## src/hw/adcs_consts.svh

```systemverilog
`ifndef ADCS_CONSTS_SVH
`define ADCS_CONSTS_SVH
// ----------------------------------------------------------------
// Register indices (byte address is four times the index)
// ----------------------------------------------------------------
`define ADCS_ADDR_W 12
`define ADCS_IDX_DATA 10'h000
`define ADCS_DATA_REGS 10'h020
`define ADCS_IDX_THR 10'h0f4
`define ADCS_THR_REGS 10'h008
`define ADCS_IDX_CTL_A 10'h0fc
`define ADCS_IDX_CTL_B 10'h0fd
`define ADCS_IDX_ICR 10'h0fe
`define ADCS_IDX_CRR 10'h0ff
// ----------------------------------------------------------------
// Field positions
// ----------------------------------------------------------------
`define ADCS_CA_PAIR 7:4
`define ADCS_CA_FIRST 3:0
`define ADCS_CB_PRE 7:5
`define ADCS_CB_TIMER 4
`define ADCS_CB_EXT 3
`define ADCS_CB_POW 2
`define ADCS_CB_CONT 1
`define ADCS_CB_GO 0
`define ADCS_IC_EOC 7
`define ADCS_IC_AWD 6
`define ADCS_IC_EOC_EN 5
`define ADCS_IC_AWD_EN 4
`define ADCS_IC_LVL 2:0
// ----------------------------------------------------------------
// Values and timing
// ----------------------------------------------------------------
`define ADCS_LAST_CH 4'hf
`define ADCS_PRE_ZERO 4'h8
`define ADCS_SAMPLE_MUL 10'h008
`define ADCS_CONV_MUL 10'h01c
`define ADCS_ANALOG_CONV_CLOCK_MAX_HZ 32'h003d_0900
`define ADCS_RESP_OKAY 2'h0
`define ADCS_RESP_SLVERR 2'h2
`endif

```

## src/hw/adcs_pkg.sv

```systemverilog
`include "adcs_consts.svh"
package adcs_pkg;
	typedef enum logic [0:0] {
		ADCS_IDLE = 1'b0,
		ADCS_CONV = 1'b1
	} adcs_state_e;

	typedef struct packed {
		logic awvalid;
		logic [`ADCS_ADDR_W-1:0] awaddr;
		logic wvalid;
		logic [31:0] wdata;
		logic [3:0] wstrb;
		logic bready;
		logic arvalid;
		logic [`ADCS_ADDR_W-1:0] araddr;
		logic rready;
	} adcs_axi_req_s;

	typedef struct packed {
		logic awready;
		logic wready;
		logic bvalid;
		logic [1:0] bresp;
		logic arready;
		logic rvalid;
		logic [31:0] rdata;
		logic [1:0] rresp;
	} adcs_axi_resp_s;

	typedef struct packed {
		logic power_up;
		logic conv_clock;
		logic sample;
		logic busy;
		logic [3:0] channel;
	} adcs_core_s;

	typedef struct packed {
		logic aw_v;
		logic [`ADCS_ADDR_W-1:0] aw_a;
		logic w_v;
		logic [7:0] w_d;
		logic w_s;
		logic b_v;
		logic [1:0] b_r;
		logic r_v;
		logic [7:0] r_d;
		logic [1:0] r_r;
		logic [7:0] ctl_a;
		logic [7:0] ctl_b;
		logic [7:0] interrupt_control_reg;
		logic [3:0] compare_result_flags;
		logic [3:0][9:0] thr;
		logic [15:0][9:0] data;
		logic ext_s1;
		logic ext_s2;
		logic trig_q;
		adcs_state_e st;
		logic [3:0] chan;
		logic [9:0] cnt;
		logic [3:0] pdiv;
		logic analog_conv_clock;
	} adcs_regs_s;
endpackage

```

## src/hw/adcs_sequencer.sv

```systemverilog
// The AXI4-Lite interface to the registers was left to the implementer.
`include "adcs_consts.svh"
// How it works
// - Conversion clock is internal clock divided by prescale, then by two.
// - Sampling lasts 2*prescale*8 cycles, whole conversion 2*prescale*28 cycles.
// - Continuous bit set gives continuous mode, clear gives single; both scan.
// - Scan starts at first channel and steps by one up to 15.
// - Go bit set by software or trigger starts scan once power bit set; results go per channel.
// - Single mode clears go after channel 15, flags end of conversion, idles.
// - Continuous mode restarts at first channel after 15 until go cleared.
// - End of conversion flag set every time channel 15 finishes.
// - Each new conversion overwrites that channel's stored result.
// - Pin and timer triggers gated by own enables, then ORed together.
// - Accepted trigger sets go; later triggers in continuous flow ignored.
// - Triggers arriving while go is set are ignored.
// - External trigger sets go even with power bit cleared.
// - Pair select maps watchdogs A and B onto two adjacent channels.
// - Result at or above upper, or below lower, sets request and flag.
// - Compare result register uses only top four bits, one per condition.
// - Four thresholds live in software-programmable register pairs.
// - Compare flags reset to zero and clear when watchdog request cleared.
// - Power bit resets cleared and halt mode forces it cleared.
// - Two maskable interrupts, fixed priority, programmable level up to seven.
// - Simultaneous requests: watchdog served first, end of conversion held pending.
// - Software writing one to either pending flag raises a request.
// - High register holds bits 9:2, low holds 1:0 on top, rest zero.
module adcs_sequencer (
	input wire logic aclk,
	input wire logic aresetn,
	input wire adcs_pkg::adcs_axi_req_s axi_req,
	output adcs_pkg::adcs_axi_resp_s axi_resp,
	input wire logic external_trigger_in,
	input wire logic timer_trigger_in,
	input wire logic halt_mode_in,
	input wire logic [9:0] conv_result,
	output adcs_pkg::adcs_core_s core,
	output logic eoc_irq,
	output logic awd_irq,
	output logic [2:0] irq_level
);
	import adcs_pkg::*;

	adcs_regs_s q;
	adcs_regs_s d;
	logic aw_rdy;
	logic w_rdy;
	logic ar_rdy;
	logic wr_go;
	logic wen;
	logic [9:0] widx;
	logic [9:0] woff;
	logic [9:0] ridx;
	logic [9:0] roff;
	logic [7:0] rdat;
	logic [3:0] pre;
	logic [9:0] conv_len;
	logic [9:0] sample_len;
	logic done;
	logic trig_act;
	logic trig_ev;
	logic [3:0] pair_a;
	logic [3:0] pair_b;
	logic [3:0] crr_set;

	function automatic logic reg_hit(input logic [9:0] idx);
		logic [9:0] off;
		off = idx - `ADCS_IDX_THR;
		reg_hit = (idx < `ADCS_DATA_REGS) || (off < `ADCS_THR_REGS) ||
			(idx >= `ADCS_IDX_CTL_A && idx <= `ADCS_IDX_CRR);
	endfunction

	// ----------------------------------------------------------------
	// Read data selection
	// ----------------------------------------------------------------
	always_comb begin
		ridx = axi_req.araddr[`ADCS_ADDR_W-1:2];
		roff = ridx - `ADCS_IDX_THR;
		rdat = 8'h00;
		if (ridx < `ADCS_DATA_REGS) begin
			if (ridx[0]) begin
				rdat = {q.data[ridx[4:1]][1:0], 6'h00};
			end else begin
				rdat = q.data[ridx[4:1]][9:2];
			end
		end else if (roff < `ADCS_THR_REGS) begin
			if (roff[0]) begin
				rdat = {q.thr[roff[2:1]][1:0], 6'h00};
			end else begin
				rdat = q.thr[roff[2:1]][9:2];
			end
		end else begin
			case (ridx)
				`ADCS_IDX_CTL_A: rdat = q.ctl_a;
				`ADCS_IDX_CTL_B: rdat = q.ctl_b;
				`ADCS_IDX_ICR: rdat = q.interrupt_control_reg;
				`ADCS_IDX_CRR: rdat = {q.compare_result_flags, 4'h0};
				default: rdat = 8'h00;
			endcase
		end
	end

	// ----------------------------------------------------------------
	// Next state
	// ----------------------------------------------------------------
	always_comb begin
		d = q;
		aw_rdy = !q.aw_v && !q.b_v;
		w_rdy = !q.w_v && !q.b_v;
		ar_rdy = !q.r_v;
		wr_go = q.aw_v && q.w_v;
		wen = wr_go && q.w_s;
		widx = q.aw_a[`ADCS_ADDR_W-1:2];
		woff = widx - `ADCS_IDX_THR;
		if (axi_req.awvalid && aw_rdy) begin
			d.aw_v = 1'b1;
			d.aw_a = axi_req.awaddr;
		end
		if (axi_req.wvalid && w_rdy) begin
			d.w_v = 1'b1;
			d.w_d = axi_req.wdata[7:0];
			d.w_s = axi_req.wstrb[0];
		end
		if (wr_go) begin
			d.aw_v = 1'b0;
			d.w_v = 1'b0;
			d.b_v = 1'b1;
			d.b_r = reg_hit(widx) ? `ADCS_RESP_OKAY : `ADCS_RESP_SLVERR;
		end
		if (q.b_v && axi_req.bready) begin
			d.b_v = 1'b0;
		end
		if (axi_req.arvalid && ar_rdy) begin
			d.r_v = 1'b1;
			d.r_d = rdat;
			d.r_r = reg_hit(ridx) ? `ADCS_RESP_OKAY : `ADCS_RESP_SLVERR;
		end
		if (q.r_v && axi_req.rready) begin
			d.r_v = 1'b0;
		end
		// Software writes; hardware events below take precedence.
		if (wen) begin
			if (widx < `ADCS_DATA_REGS) begin
				if (widx[0]) begin
					d.data[widx[4:1]][1:0] = q.w_d[7:6];
				end else begin
					d.data[widx[4:1]][9:2] = q.w_d;
				end
			end else if (woff < `ADCS_THR_REGS) begin
				if (woff[0]) begin
					d.thr[woff[2:1]][1:0] = q.w_d[7:6];
				end else begin
					d.thr[woff[2:1]][9:2] = q.w_d;
				end
			end else begin
				case (widx)
					`ADCS_IDX_CTL_A: d.ctl_a = q.w_d;
					`ADCS_IDX_CTL_B: d.ctl_b = q.w_d;
					`ADCS_IDX_ICR: begin
						if (q.interrupt_control_reg[`ADCS_IC_AWD] && !q.w_d[`ADCS_IC_AWD]) begin
							d.compare_result_flags = 4'h0;
						end
						d.interrupt_control_reg = q.w_d;
					end
					default: ;
				endcase
			end
		end
		// A zero prescale field is taken as the largest divide.
		pre = (q.ctl_b[`ADCS_CB_PRE] == 3'h0) ? `ADCS_PRE_ZERO : {1'b0, q.ctl_b[`ADCS_CB_PRE]};
		conv_len = 10'({6'h00, pre} * `ADCS_CONV_MUL * 10'h002);
		sample_len = 10'({6'h00, pre} * `ADCS_SAMPLE_MUL * 10'h002);
		if (q.pdiv >= pre - 4'h1) begin
			d.pdiv = 4'h0;
			d.analog_conv_clock = !q.analog_conv_clock;
		end else begin
			d.pdiv = q.pdiv + 4'h1;
		end
		// A conversion cut short by clearing go or power is neither stored nor compared.
		done = (q.st == ADCS_CONV) && (q.cnt == conv_len - 10'h001) &&
			q.ctl_b[`ADCS_CB_GO] && q.ctl_b[`ADCS_CB_POW];
		pair_a = q.ctl_a[`ADCS_CA_PAIR];
		pair_b = pair_a + 4'h1;
		crr_set = 4'h0;
		if (done && q.chan == pair_a) begin
			crr_set[3] = conv_result >= q.thr[0];
			crr_set[2] = conv_result < q.thr[1];
		end
		if (done && q.chan == pair_b) begin
			crr_set[1] = conv_result >= q.thr[2];
			crr_set[0] = conv_result < q.thr[3];
		end
		d.compare_result_flags = d.compare_result_flags | crr_set;
		if (crr_set != 4'h0) begin
			d.interrupt_control_reg[`ADCS_IC_AWD] = 1'b1;
		end
		case (q.st)
			ADCS_IDLE: begin
				if (q.ctl_b[`ADCS_CB_GO] && q.ctl_b[`ADCS_CB_POW]) begin
					d.st = ADCS_CONV;
					d.chan = q.ctl_a[`ADCS_CA_FIRST];
					d.cnt = 10'h000;
				end
			end
			ADCS_CONV: begin
				if (!q.ctl_b[`ADCS_CB_GO] || !q.ctl_b[`ADCS_CB_POW]) begin
					d.st = ADCS_IDLE;
				end else if (done) begin
					d.data[q.chan] = conv_result;
					d.cnt = 10'h000;
					if (q.chan == `ADCS_LAST_CH) begin
						d.interrupt_control_reg[`ADCS_IC_EOC] = 1'b1;
						if (q.ctl_b[`ADCS_CB_CONT]) begin
							d.chan = q.ctl_a[`ADCS_CA_FIRST];
						end else begin
							d.ctl_b[`ADCS_CB_GO] = 1'b0;
							d.st = ADCS_IDLE;
						end
					end else begin
						d.chan = q.chan + 4'h1;
					end
				end else begin
					d.cnt = q.cnt + 10'h001;
				end
			end
			default: d.st = ADCS_IDLE;
		endcase
		// Trigger sources are active low; an event is the start of a low phase.
		d.ext_s1 = external_trigger_in;
		d.ext_s2 = q.ext_s1;
		trig_act = (!q.ext_s2 && q.ctl_b[`ADCS_CB_EXT]) ||
			(!timer_trigger_in && q.ctl_b[`ADCS_CB_TIMER]);
		d.trig_q = trig_act;
		trig_ev = trig_act && !q.trig_q;
		if (trig_ev && !q.ctl_b[`ADCS_CB_GO]) begin
			d.ctl_b[`ADCS_CB_GO] = 1'b1;
		end
		if (halt_mode_in) begin
			d.ctl_b[`ADCS_CB_POW] = 1'b0;
		end
	end

	always_ff @(posedge aclk) begin
		if (!aresetn) begin
			q <= '0;
		end else begin
			q <= d;
		end
	end

	// ----------------------------------------------------------------
	// Outputs
	// ----------------------------------------------------------------
	always_comb begin
		axi_resp.awready = aw_rdy;
		axi_resp.wready = w_rdy;
		axi_resp.bvalid = q.b_v;
		axi_resp.bresp = q.b_r;
		axi_resp.arready = ar_rdy;
		axi_resp.rvalid = q.r_v;
		axi_resp.rdata = {24'h00_0000, q.r_d};
		axi_resp.rresp = q.r_r;
		core.power_up = q.ctl_b[`ADCS_CB_POW];
		core.conv_clock = q.analog_conv_clock;
		core.sample = (q.st == ADCS_CONV) && (q.cnt < sample_len);
		core.busy = q.st == ADCS_CONV;
		core.channel = q.chan;
		awd_irq = q.interrupt_control_reg[`ADCS_IC_AWD] && q.interrupt_control_reg[`ADCS_IC_AWD_EN];
		eoc_irq = q.interrupt_control_reg[`ADCS_IC_EOC] && q.interrupt_control_reg[`ADCS_IC_EOC_EN] && !awd_irq;
		irq_level = q.interrupt_control_reg[`ADCS_IC_LVL];
	end

	// ----------------------------------------------------------------
	// Checks
	// ----------------------------------------------------------------
	go_clear_single_a: assert property (@(posedge aclk) disable iff (!aresetn)
		(done && q.chan == `ADCS_LAST_CH && !q.ctl_b[`ADCS_CB_CONT]) |=>
		(!q.ctl_b[`ADCS_CB_GO] && q.st == ADCS_IDLE))
		else $error("go bit not cleared after last channel in single mode");
	eoc_flag_set_a: assert property (@(posedge aclk) disable iff (!aresetn)
		(done && q.chan == `ADCS_LAST_CH) |=> q.interrupt_control_reg[`ADCS_IC_EOC])
		else $error("end of conversion flag not set");
	scan_restart_a: assert property (@(posedge aclk) disable iff (!aresetn)
		(done && q.chan == `ADCS_LAST_CH && q.ctl_b[`ADCS_CB_CONT]) |=>
		(q.chan == $past(q.ctl_a[`ADCS_CA_FIRST]) && q.st == ADCS_CONV))
		else $error("continuous scan did not restart at first channel");
	chan_step_a: assert property (@(posedge aclk) disable iff (!aresetn)
		(done && q.chan != `ADCS_LAST_CH) |=> q.chan == $past(q.chan) + 4'h1)
		else $error("channel did not advance by one");
	result_store_a: assert property (@(posedge aclk) disable iff (!aresetn)
		done |=> q.data[$past(q.chan)] == $past(conv_result))
		else $error("result not stored in channel register");
	trig_accept_a: assert property (@(posedge aclk) disable iff (!aresetn)
		(trig_ev && !q.ctl_b[`ADCS_CB_GO]) |=> q.ctl_b[`ADCS_CB_GO])
		else $error("accepted trigger did not set go bit");
	sample_end_a: assert property (@(posedge aclk) disable iff (!aresetn)
		(q.st == ADCS_CONV && q.cnt == sample_len && $stable(sample_len)) |->
		(!core.sample && $past(core.sample)))
		else $error("sampling window has wrong length");
	awd_flag_a: assert property (@(posedge aclk) disable iff (!aresetn)
		(crr_set != 4'h0) |=> (q.interrupt_control_reg[`ADCS_IC_AWD] && (q.compare_result_flags & $past(crr_set)) == $past(crr_set)))
		else $error("watchdog hit not flagged");
	crr_clear_a: assert property (@(posedge aclk) disable iff (!aresetn)
		(wen && widx == `ADCS_IDX_ICR && q.interrupt_control_reg[`ADCS_IC_AWD] && !q.w_d[`ADCS_IC_AWD] &&
		crr_set == 4'h0) |=> q.compare_result_flags == 4'h0)
		else $error("compare flags not cleared with watchdog request");
	halt_power_a: assert property (@(posedge aclk) disable iff (!aresetn)
		halt_mode_in |=> (!core.power_up ##1 (q.st == ADCS_IDLE)))
		else $error("halt did not force power down");
	irq_priority_a: assert property (@(posedge aclk) disable iff (!aresetn)
		awd_irq |-> !eoc_irq)
		else $error("end of conversion served before watchdog");
	scan_start_a: assert property (@(posedge aclk) disable iff (!aresetn)
		(q.st == ADCS_IDLE && q.ctl_b[`ADCS_CB_GO] && q.ctl_b[`ADCS_CB_POW]) |=>
		(q.st == ADCS_CONV && q.chan == $past(q.ctl_a[`ADCS_CA_FIRST]) && q.cnt == 10'h000))
		else $error("scan did not start at first channel");
	idle_wait_a: assert property (@(posedge aclk) disable iff (!aresetn)
		(q.st == ADCS_IDLE && !q.ctl_b[`ADCS_CB_GO]) |=> q.st == ADCS_IDLE)
		else $error("scan started without go bit");
	scan_abort_a: assert property (@(posedge aclk) disable iff (!aresetn)
		(q.st == ADCS_CONV && !q.ctl_b[`ADCS_CB_GO]) |=> q.st == ADCS_IDLE)
		else $error("scan kept running after go bit cleared");
	cont_keep_go_a: assert property (@(posedge aclk) disable iff (!aresetn)
		(q.st == ADCS_CONV && q.ctl_b[`ADCS_CB_CONT] && q.ctl_b[`ADCS_CB_GO] &&
		!(wen && widx == `ADCS_IDX_CTL_B)) |=> q.ctl_b[`ADCS_CB_GO])
		else $error("continuous scan dropped go bit");
	chan_hold_a: assert property (@(posedge aclk) disable iff (!aresetn)
		(q.st == ADCS_CONV && !done) |=> q.chan == $past(q.chan))
		else $error("channel changed during a conversion");
	eoc_only_end_a: assert property (@(posedge aclk) disable iff (!aresetn)
		(done && q.chan != `ADCS_LAST_CH && !q.interrupt_control_reg[`ADCS_IC_EOC] &&
		!(wen && widx == `ADCS_IDX_ICR)) |=> !q.interrupt_control_reg[`ADCS_IC_EOC])
		else $error("end of conversion flag set before last channel");
	eoc_pending_a: assert property (@(posedge aclk) disable iff (!aresetn)
		(q.interrupt_control_reg[`ADCS_IC_EOC] && awd_irq && !(wen && widx == `ADCS_IDX_ICR)) |=>
		q.interrupt_control_reg[`ADCS_IC_EOC])
		else $error("end of conversion request lost behind watchdog");
	in_range_quiet_a: assert property (@(posedge aclk) disable iff (!aresetn)
		(done && q.chan == pair_a && conv_result < q.thr[0] && conv_result >= q.thr[1]) |->
		crr_set[3:2] == 2'b00)
		else $error("in-range result flagged on watchdog A");
	low_reg_zero_a: assert property (@(posedge aclk) disable iff (!aresetn)
		(axi_req.arvalid && ar_rdy && ridx < `ADCS_DATA_REGS && ridx[0]) |=>
		q.r_d[5:0] == 6'h00)
		else $error("low data register unused bits not zero");
	analog_conv_clock_toggle_a: assert property (@(posedge aclk) disable iff (!aresetn)
		(q.pdiv >= pre - 4'h1) |=> q.analog_conv_clock != $past(q.analog_conv_clock))
		else $error("conversion clock did not toggle");
	analog_conv_clock_hold_a: assert property (@(posedge aclk) disable iff (!aresetn)
		(q.pdiv < pre - 4'h1) |=> $stable(q.analog_conv_clock))
		else $error("conversion clock toggled early");
endmodule // adcs_sequencer

```

## config.mk

```make
export PLATFORM = sky130hd
export DESIGN_NAME = adcs_sequencer
export DESIGN_NICKNAME = d
export VERILOG_FILES = /design/src/hw/adcs_pkg.sv /design/src/hw/adcs_sequencer.sv
export VERILOG_INCLUDE_DIRS = /design/src /design/src/hw
export SDC_FILE = /design/constraint.sdc
export NUM_CORES = 1
export LEC_CHECK = 0
export BUFFER_PORTS_ARGS = -buffer_cell sky130_fd_sc_hd__buf_2
export CAP_MARGIN = 15
export CORE_ASPECT_RATIO = 0.75
export CORE_MARGIN = 2
export CORE_UTILIZATION = 35
export CTS_BUF_LIST = sky130_fd_sc_hd__clkbuf_4 sky130_fd_sc_hd__clkbuf_8
export DETAILED_ROUTE_END_ITERATION = 16
export PLACE_DENSITY = 0.59
export SETUP_SLACK_MARGIN = 0.05
export SLEW_MARGIN = 15
export SYNTH_ARGS = -nofsm -noshare
export SYNTH_HDL_FRONTEND = slang
export SYNTH_SLANG_ARGS = --single-unit
```

## constraint.sdc

```tcl
create_clock -name aclk -period 7.6 [get_ports aclk]
set_input_delay 1.52 -clock aclk [delete_from_list [all_inputs] [get_ports aclk]]
set_output_delay 1.52 -clock aclk [all_outputs]
set_load 0.01 [all_outputs]
```

Word-level counts from Yosys, hierarchy flattened
Index checks and enable logic that the tools add are counted.
W data, S select, Z words.
{"block": "word_totals", "memories": 0, "regBits": 288, "latchBits": 0, "mem_bits_ro": 0, "mem_bits_rw": 0}
{"block": "classes", "shift": 0, "muxes": 59, "bitwise_logic": 5, "div": 0, "magnitude_cmp": 22, "n_eq_ne": 17, "reduce_logical": 63, "mul": 1, "addsub": 8}
{"operator": "$mux W160", "n": 5}
{"operator": "$bwmux W160", "n": 3}
{"operator": "$mux W213", "n": 1}
{"operator": "$demux W10 S4", "n": 3}
{"operator": "$bwmux W40", "n": 2}
{"operator": "$mux W40", "n": 2}
{"operator": "$eq A10 B8 Y1 const B", "n": 7}
{"operator": "$mux W10", "n": 6}
{"operator": "$mux W53", "n": 1}
{"operator": "$bmux W10 S4", "n": 1}
{"operator": "$demux W10 S2", "n": 2}
{"operator": "$mux W8", "n": 4}
{"operator": "$pmux W8 S4", "n": 1}
{"operator": "$pmux W15 S2", "n": 1}
{"operator": "$logic_and A1 B1 Y1", "n": 29}
{"operator": "$bmux W10 S2", "n": 1}
{"operator": "$ge A10 B10 Y1", "n": 2}
{"operator": "$ge A10 B8 Y1 const B", "n": 2}
{"operator": "$le A10 B8 Y1 const B", "n": 2}
{"operator": "$lt A10 B10 Y1", "n": 2}
{"operator": "$lt A10 B4 Y1 const B", "n": 2}
{"operator": "$lt A10 B6 Y1 const B", "n": 2}
{"operator": "$mux W2", "n": 10}
{"operator": "$reduce_and A4 Y1", "n": 5}
{"operator": "other kinds (35)", "n": 79}

Depth between registers and ports, before layout
{"block": "logic_depth", "ltp_word": 16, "mapped_depth": 18}

Worst setup path before layout
No wires, ideal clock.
{"block": "synth_path", "kind": "input to register", "start": "input axi_req[5] (netlist bit)", "end": "register q (netlist bit axi_resp[7])", "t_arrival_ns": 3.887, "setup_ns": 0.086, "path_buffers": 4, "setup_slack_ns": 3.627, "path_stages": 12, "cell_sequence": "clkbuf_1 buf_2 buf_1 inv_1 ha_1 o211ai_1 o31ai_1 nand4b_1 and2_1 buf_1 a221oi_1 a211oi_1"}
{"block": "synth_via", "elab_chain_len": 6, "elab_cells_between_ends": 16}
{"item": "from (decl)", "line_no": "adcs_sequencer.sv:30", "text": "input wire adcs_pkg::adcs_axi_req_s axi_req,"}
{"item": "parallel branches: the longest is 5 deep, another holds $sub A10 B8 Y10"}
{"item": "$mux W8 (*)", "line_no": "adcs_sequencer.sv:79", "text": "if (ridx < `ADCS_DATA_REGS) begin"}
{"item": "to (signal assigned)", "line_no": "adcs_sequencer.sv:244", "text": "q <= '0;"}
{"item": "to (signal assigned)", "line_no": "adcs_sequencer.sv:246", "text": "q <= d;"}
{"item": "to (decl)", "line_no": "adcs_sequencer.sv:43", "text": "adcs_regs_s q;"}
Every way passes the cells marked *. The select of a mux whose other input is x is not followed.
A chain may end at the register's enable or synchronous reset.

Worst setup path after layout
{"block": "layout_path", "start": "register q[241] (netlist bit)", "end": "register q[98] (netlist bit)"}
{"block": "layout_via", "elab_chain_len": 11}
{"item": "$logic_not A3 Y1", "line_no": "adcs_sequencer.sv:169", "text": "pre = (q.ctl_b[`ADCS_CB_PRE] == 3'h0) ? `ADCS_PRE_ZERO : {1'b0, q.ctl_b[`ADCS_CB_PRE]};"}
{"item": "$mux W4 (*)", "line_no": "adcs_sequencer.sv:169"}
{"item": "$mul A4 B3 Y7 (no line) (*)"}
{"item": "$sub A10 B1 Y10 (*)", "line_no": "adcs_sequencer.sv:179", "text": "done = (q.st == ADCS_CONV) && (q.cnt == conv_len - 10'h001) &&"}
{"item": "$eq A10 B10 Y1 (*)", "line_no": "adcs_sequencer.sv:179"}
{"item": "$logic_and A1 B1 Y1 (*) (3 in a row)", "line_no": "adcs_sequencer.sv:179"}
{"item": "$mux W160 (*)", "line_no": "adcs_sequencer.sv:207", "text": "end else if (done) begin"}
{"item": "$mux W160 (*)", "line_no": "adcs_sequencer.sv:205", "text": "if (!q.ctl_b[`ADCS_CB_GO] || !q.ctl_b[`ADCS_CB_POW]) begin"}
{"item": "$mux W160 (*)", "line_no": "adcs_sequencer.sv:196", "text": "case (q.st)"}
Every way passes the cells marked *; elsewhere a longest branch is shown, timed or not.

==> flow_metrics.env <==
export IMPL_status="finished clean"
export IMPL_r2r_slack_ns=2.39
export IMPL_first_pass_iters=5
export IMPL_whs_ns=0.437
export IMPL_path_delay_family="simple AND/OR/NAND/NOR gates"
export IMPL_worst_ep_arrival_time_ns=5.63
export IMPL_slew_viol_final=0
export IMPL_drc_errors=0
export IMPL_area_growth_pct=8.18
export IMPL_rows=68
export IMPL_crit_required_ns=8.03
export IMPL_io_buffer_count=76
export IMPL_p_per_area_nw_per_um2=181
export IMPL_dieArea_um2=48200
export IMPL_peakVddDrop_uv=97.1
export IMPL_first_global_vias=12400
export IMPL_grt_pass1_wl_um=73100
export IMPL_slew_headroom=0.182
export IMPL_clock_sinks=284
export IMPL_clockBufferDepth=3
export IMPL_drive_gt1_frac=0.238
export IMPL_synth_edf_count=0
export IMPL_pin_count=134
export IMPL_routed_wl_met2_um=20300
export IMPL_cp_num_buf_inv=4
export IMPL_die_h_um=191
export IMPL_wl_met1_um=22300
export IMPL_yosys_warnings=0
export IMPL_holdCritPathClass="flop to flop"
export IMPL_syn_inst=1759
export IMPL_ys_ff_latch=284
export IMPL_final_common_cell="dfxtp_1"
export IMPL_grt_overflow_total=0
export IMPL_grt_setup_unrepaired="no"
export IMPL_htreeDepth=2
export IMPL_period_share=0.685
export IMPL_clkSlewWorstSetupHoldPaths_ns=0.06
export IMPL_setup_viol=0
export IMPL_drt_wl_total_um=46900
export IMPL_synthFlopType="dfxtp_1"
export IMPL_vias=13100
export IMPL_cp_slowest_cell="nand4_1"
export IMPL_diodes=0
export IMPL_fmax_mhz=192
export IMPL_fp_dieW_um=253
export IMPL_async_reset_ff_frac=0
export IMPL_post_cts_buffers=0
export IMPL_core_um2=45900
export IMPL_cp_startpoint="q[241]"
export IMPL_p_total_mw=3.18
export IMPL_syn_avg_cell_area_um2=9.25
export IMPL_top_layer="met4"
export IMPL_critical_path_class="flop to flop"
export IMPL_tritoncts="built"
export IMPL_cts_hold_fix_buffers=0
export IMPL_cp_cell_sequence="inv_1 > ha_1 > xor2_1 > inv_1 > fa_1 > nand2b_1 > or3_1 > nand4_1 > nor4bb_1 > buf_4 > nor2b_1 > buf_4 > nand4_1 > nand3_1 > o21ai_0"
export IMPL_ys_seq_area_frac=0.350
export IMPL_layout_common_cells="283 x dfxtp_1, 181 x o21ai_0, 173 x nand3_1"
export IMPL_setup_tns_ns=0
export IMPL_slowest_delay_ns=0.82
export IMPL_max_cap_viol_count=0
export IMPL_postCtsResizedCells=0
export IMPL_drt_iter0_drc=985
export IMPL_drt_wirelength_per_cell_um=19.9
export IMPL_p_leak_nw=6.55
export IMPL_route_met3_wl_um=3340
export IMPL_dpl_hpwl_um=32300
export IMPL_hold_viol_final=0
export IMPL_grt_max_degree=84
export IMPL_initial_core_util=0.354
export IMPL_grtUsageTotal=0.194
export IMPL_worstReg2RegStart="q[241]"
export IMPL_drtAntennaViolNets=0
export IMPL_num_nets_final=1875
export IMPL_netlist_cell_type_count=72
export IMPL_gp_congestion=0.845
export IMPL_worstPathMaxFanout=25
export IMPL_cts_made_buffers=46
export IMPL_root_buffer="clkbuf_8"
export IMPL_min_from="d[21]"
export IMPL_crit_path_end_kind="flop"
export IMPL_worst_slew_pin_slew_ns=1.22
export IMPL_antenna_found_initial=2
export IMPL_vias_per_cell=5.53
export IMPL_clock_latency_ns=0.60
export IMPL_skew_ns=0.0220
export IMPL_min_period_ns=5.21
export IMPL_synth_area_um2=16300
export IMPL_crit_path_start_kind="flop"
## through the flow
step	utilization	instance area, um2	std cells	setup slack [ns]
4_1_cts	0.383	17600	2363	2.45
2_1_floorplan	-	16400	1784	3.63
5_1_grt	0.383	17600	2363	1.84
6_report	0.383	17600	2363	2.39
3_5_place_dp	0.362	16600	2278	2.48
3_3_place_gp	0.362	16600	2278	2.60
## worst paths after layout
path / cells past startpoint / end
worst min register to register: 1 / q[21]
worst max-delay path: 15 / q[98]
worst min-delay path: 1 / q[21]
worst max register to register: 15 / q[98]
## where the power goes
| group | total [mW] | internal [mW] | switching [mW] |
|---|---|---|---|
| clock network | 1.43 | 0.781 | 0.650 |
| logic | 0.211 | 0.0654 | 0.146 |
| registers | 1.54 | 1.50 | 0.0354 |
## area by class of cell
class | count | area (um2)
sequential | 284 | 5690
timing repair buffer | 89 | 483
inverter | 63 | 238
clock buffer | 79 | 943
multi-input combinational | 1247 | 9470
tap | 595 | 744
clock inverter | 6 | 37.5
fill | 4668 | 28300
## Yosys cell counts, drive strengths merged, types with 2 or more instances
cell type | n | area share
or3 | 8 | 0.0034
nand3 | 174 | 0.054
o211ai | 2 | 0.00092
o31ai | 4 | 0.0027
a221oi | 6 | 0.0032
nor2 | 155 | 0.040
nand2 | 93 | 0.021
nand2b | 14 | 0.0054
a21o | 10 | 0.0046
nand3b | 2 | 0.00092
a21oi | 46 | 0.014
o2bb2ai | 2 | 0.0011
a31oi | 5 | 0.0019
a22o | 2 | 0.0011
a2111oi | 4 | 0.0022
o22ai | 3 | 0.0012
xor2 | 13 | 0.0070
nand4 | 22 | 0.0085
ha | 62 | 0.048
or2 | 4 | 0.0015
inv | 63 | 0.015
dfxtp | 284 | 0.35
nor4 | 5 | 0.0019
a311oi | 3 | 0.0016
a22oi | 3 | 0.0014
nor3 | 11 | 0.0047
xnor2 | 7 | 0.0038
and3 | 7 | 0.0027
buf | 103 | 0.040
nor2b | 14 | 0.0058
and4b | 3 | 0.0018
and2 | 9 | 0.0035
a211oi | 23 | 0.011
mux2i | 83 | 0.051
mux2 | 151 | 0.10
o21ai | 182 | 0.056
mux4 | 64 | 0.089
a31o | 4 | 0.0022
clkbuf | 87 | 0.020
o21a | 5 | 0.0023
fa | 2 | 0.0025
## per-layer routing
metal,GRT usage,up-vias
met5,0,-
li1,-,6177
met3,0.0381,74
met1,0.282,6393
met4,0.0510,0
met2,0.292,414
## cell families after synthesis
kind of cell	after synthesis	synth area share
AND/OR/NAND/NOR	526	0.158
AO/OA/AOI/OAI	313	0.112
multiplexers	298	0.244
flip-flops	284	0.350
buffers and inverters	253	0.0747
adder cells (fa/ha/maj)	64	0.0501
XOR/XNOR	20	0.0108
other	1	0.000231
Note: power is estimated with default switching activity, not from simulation.
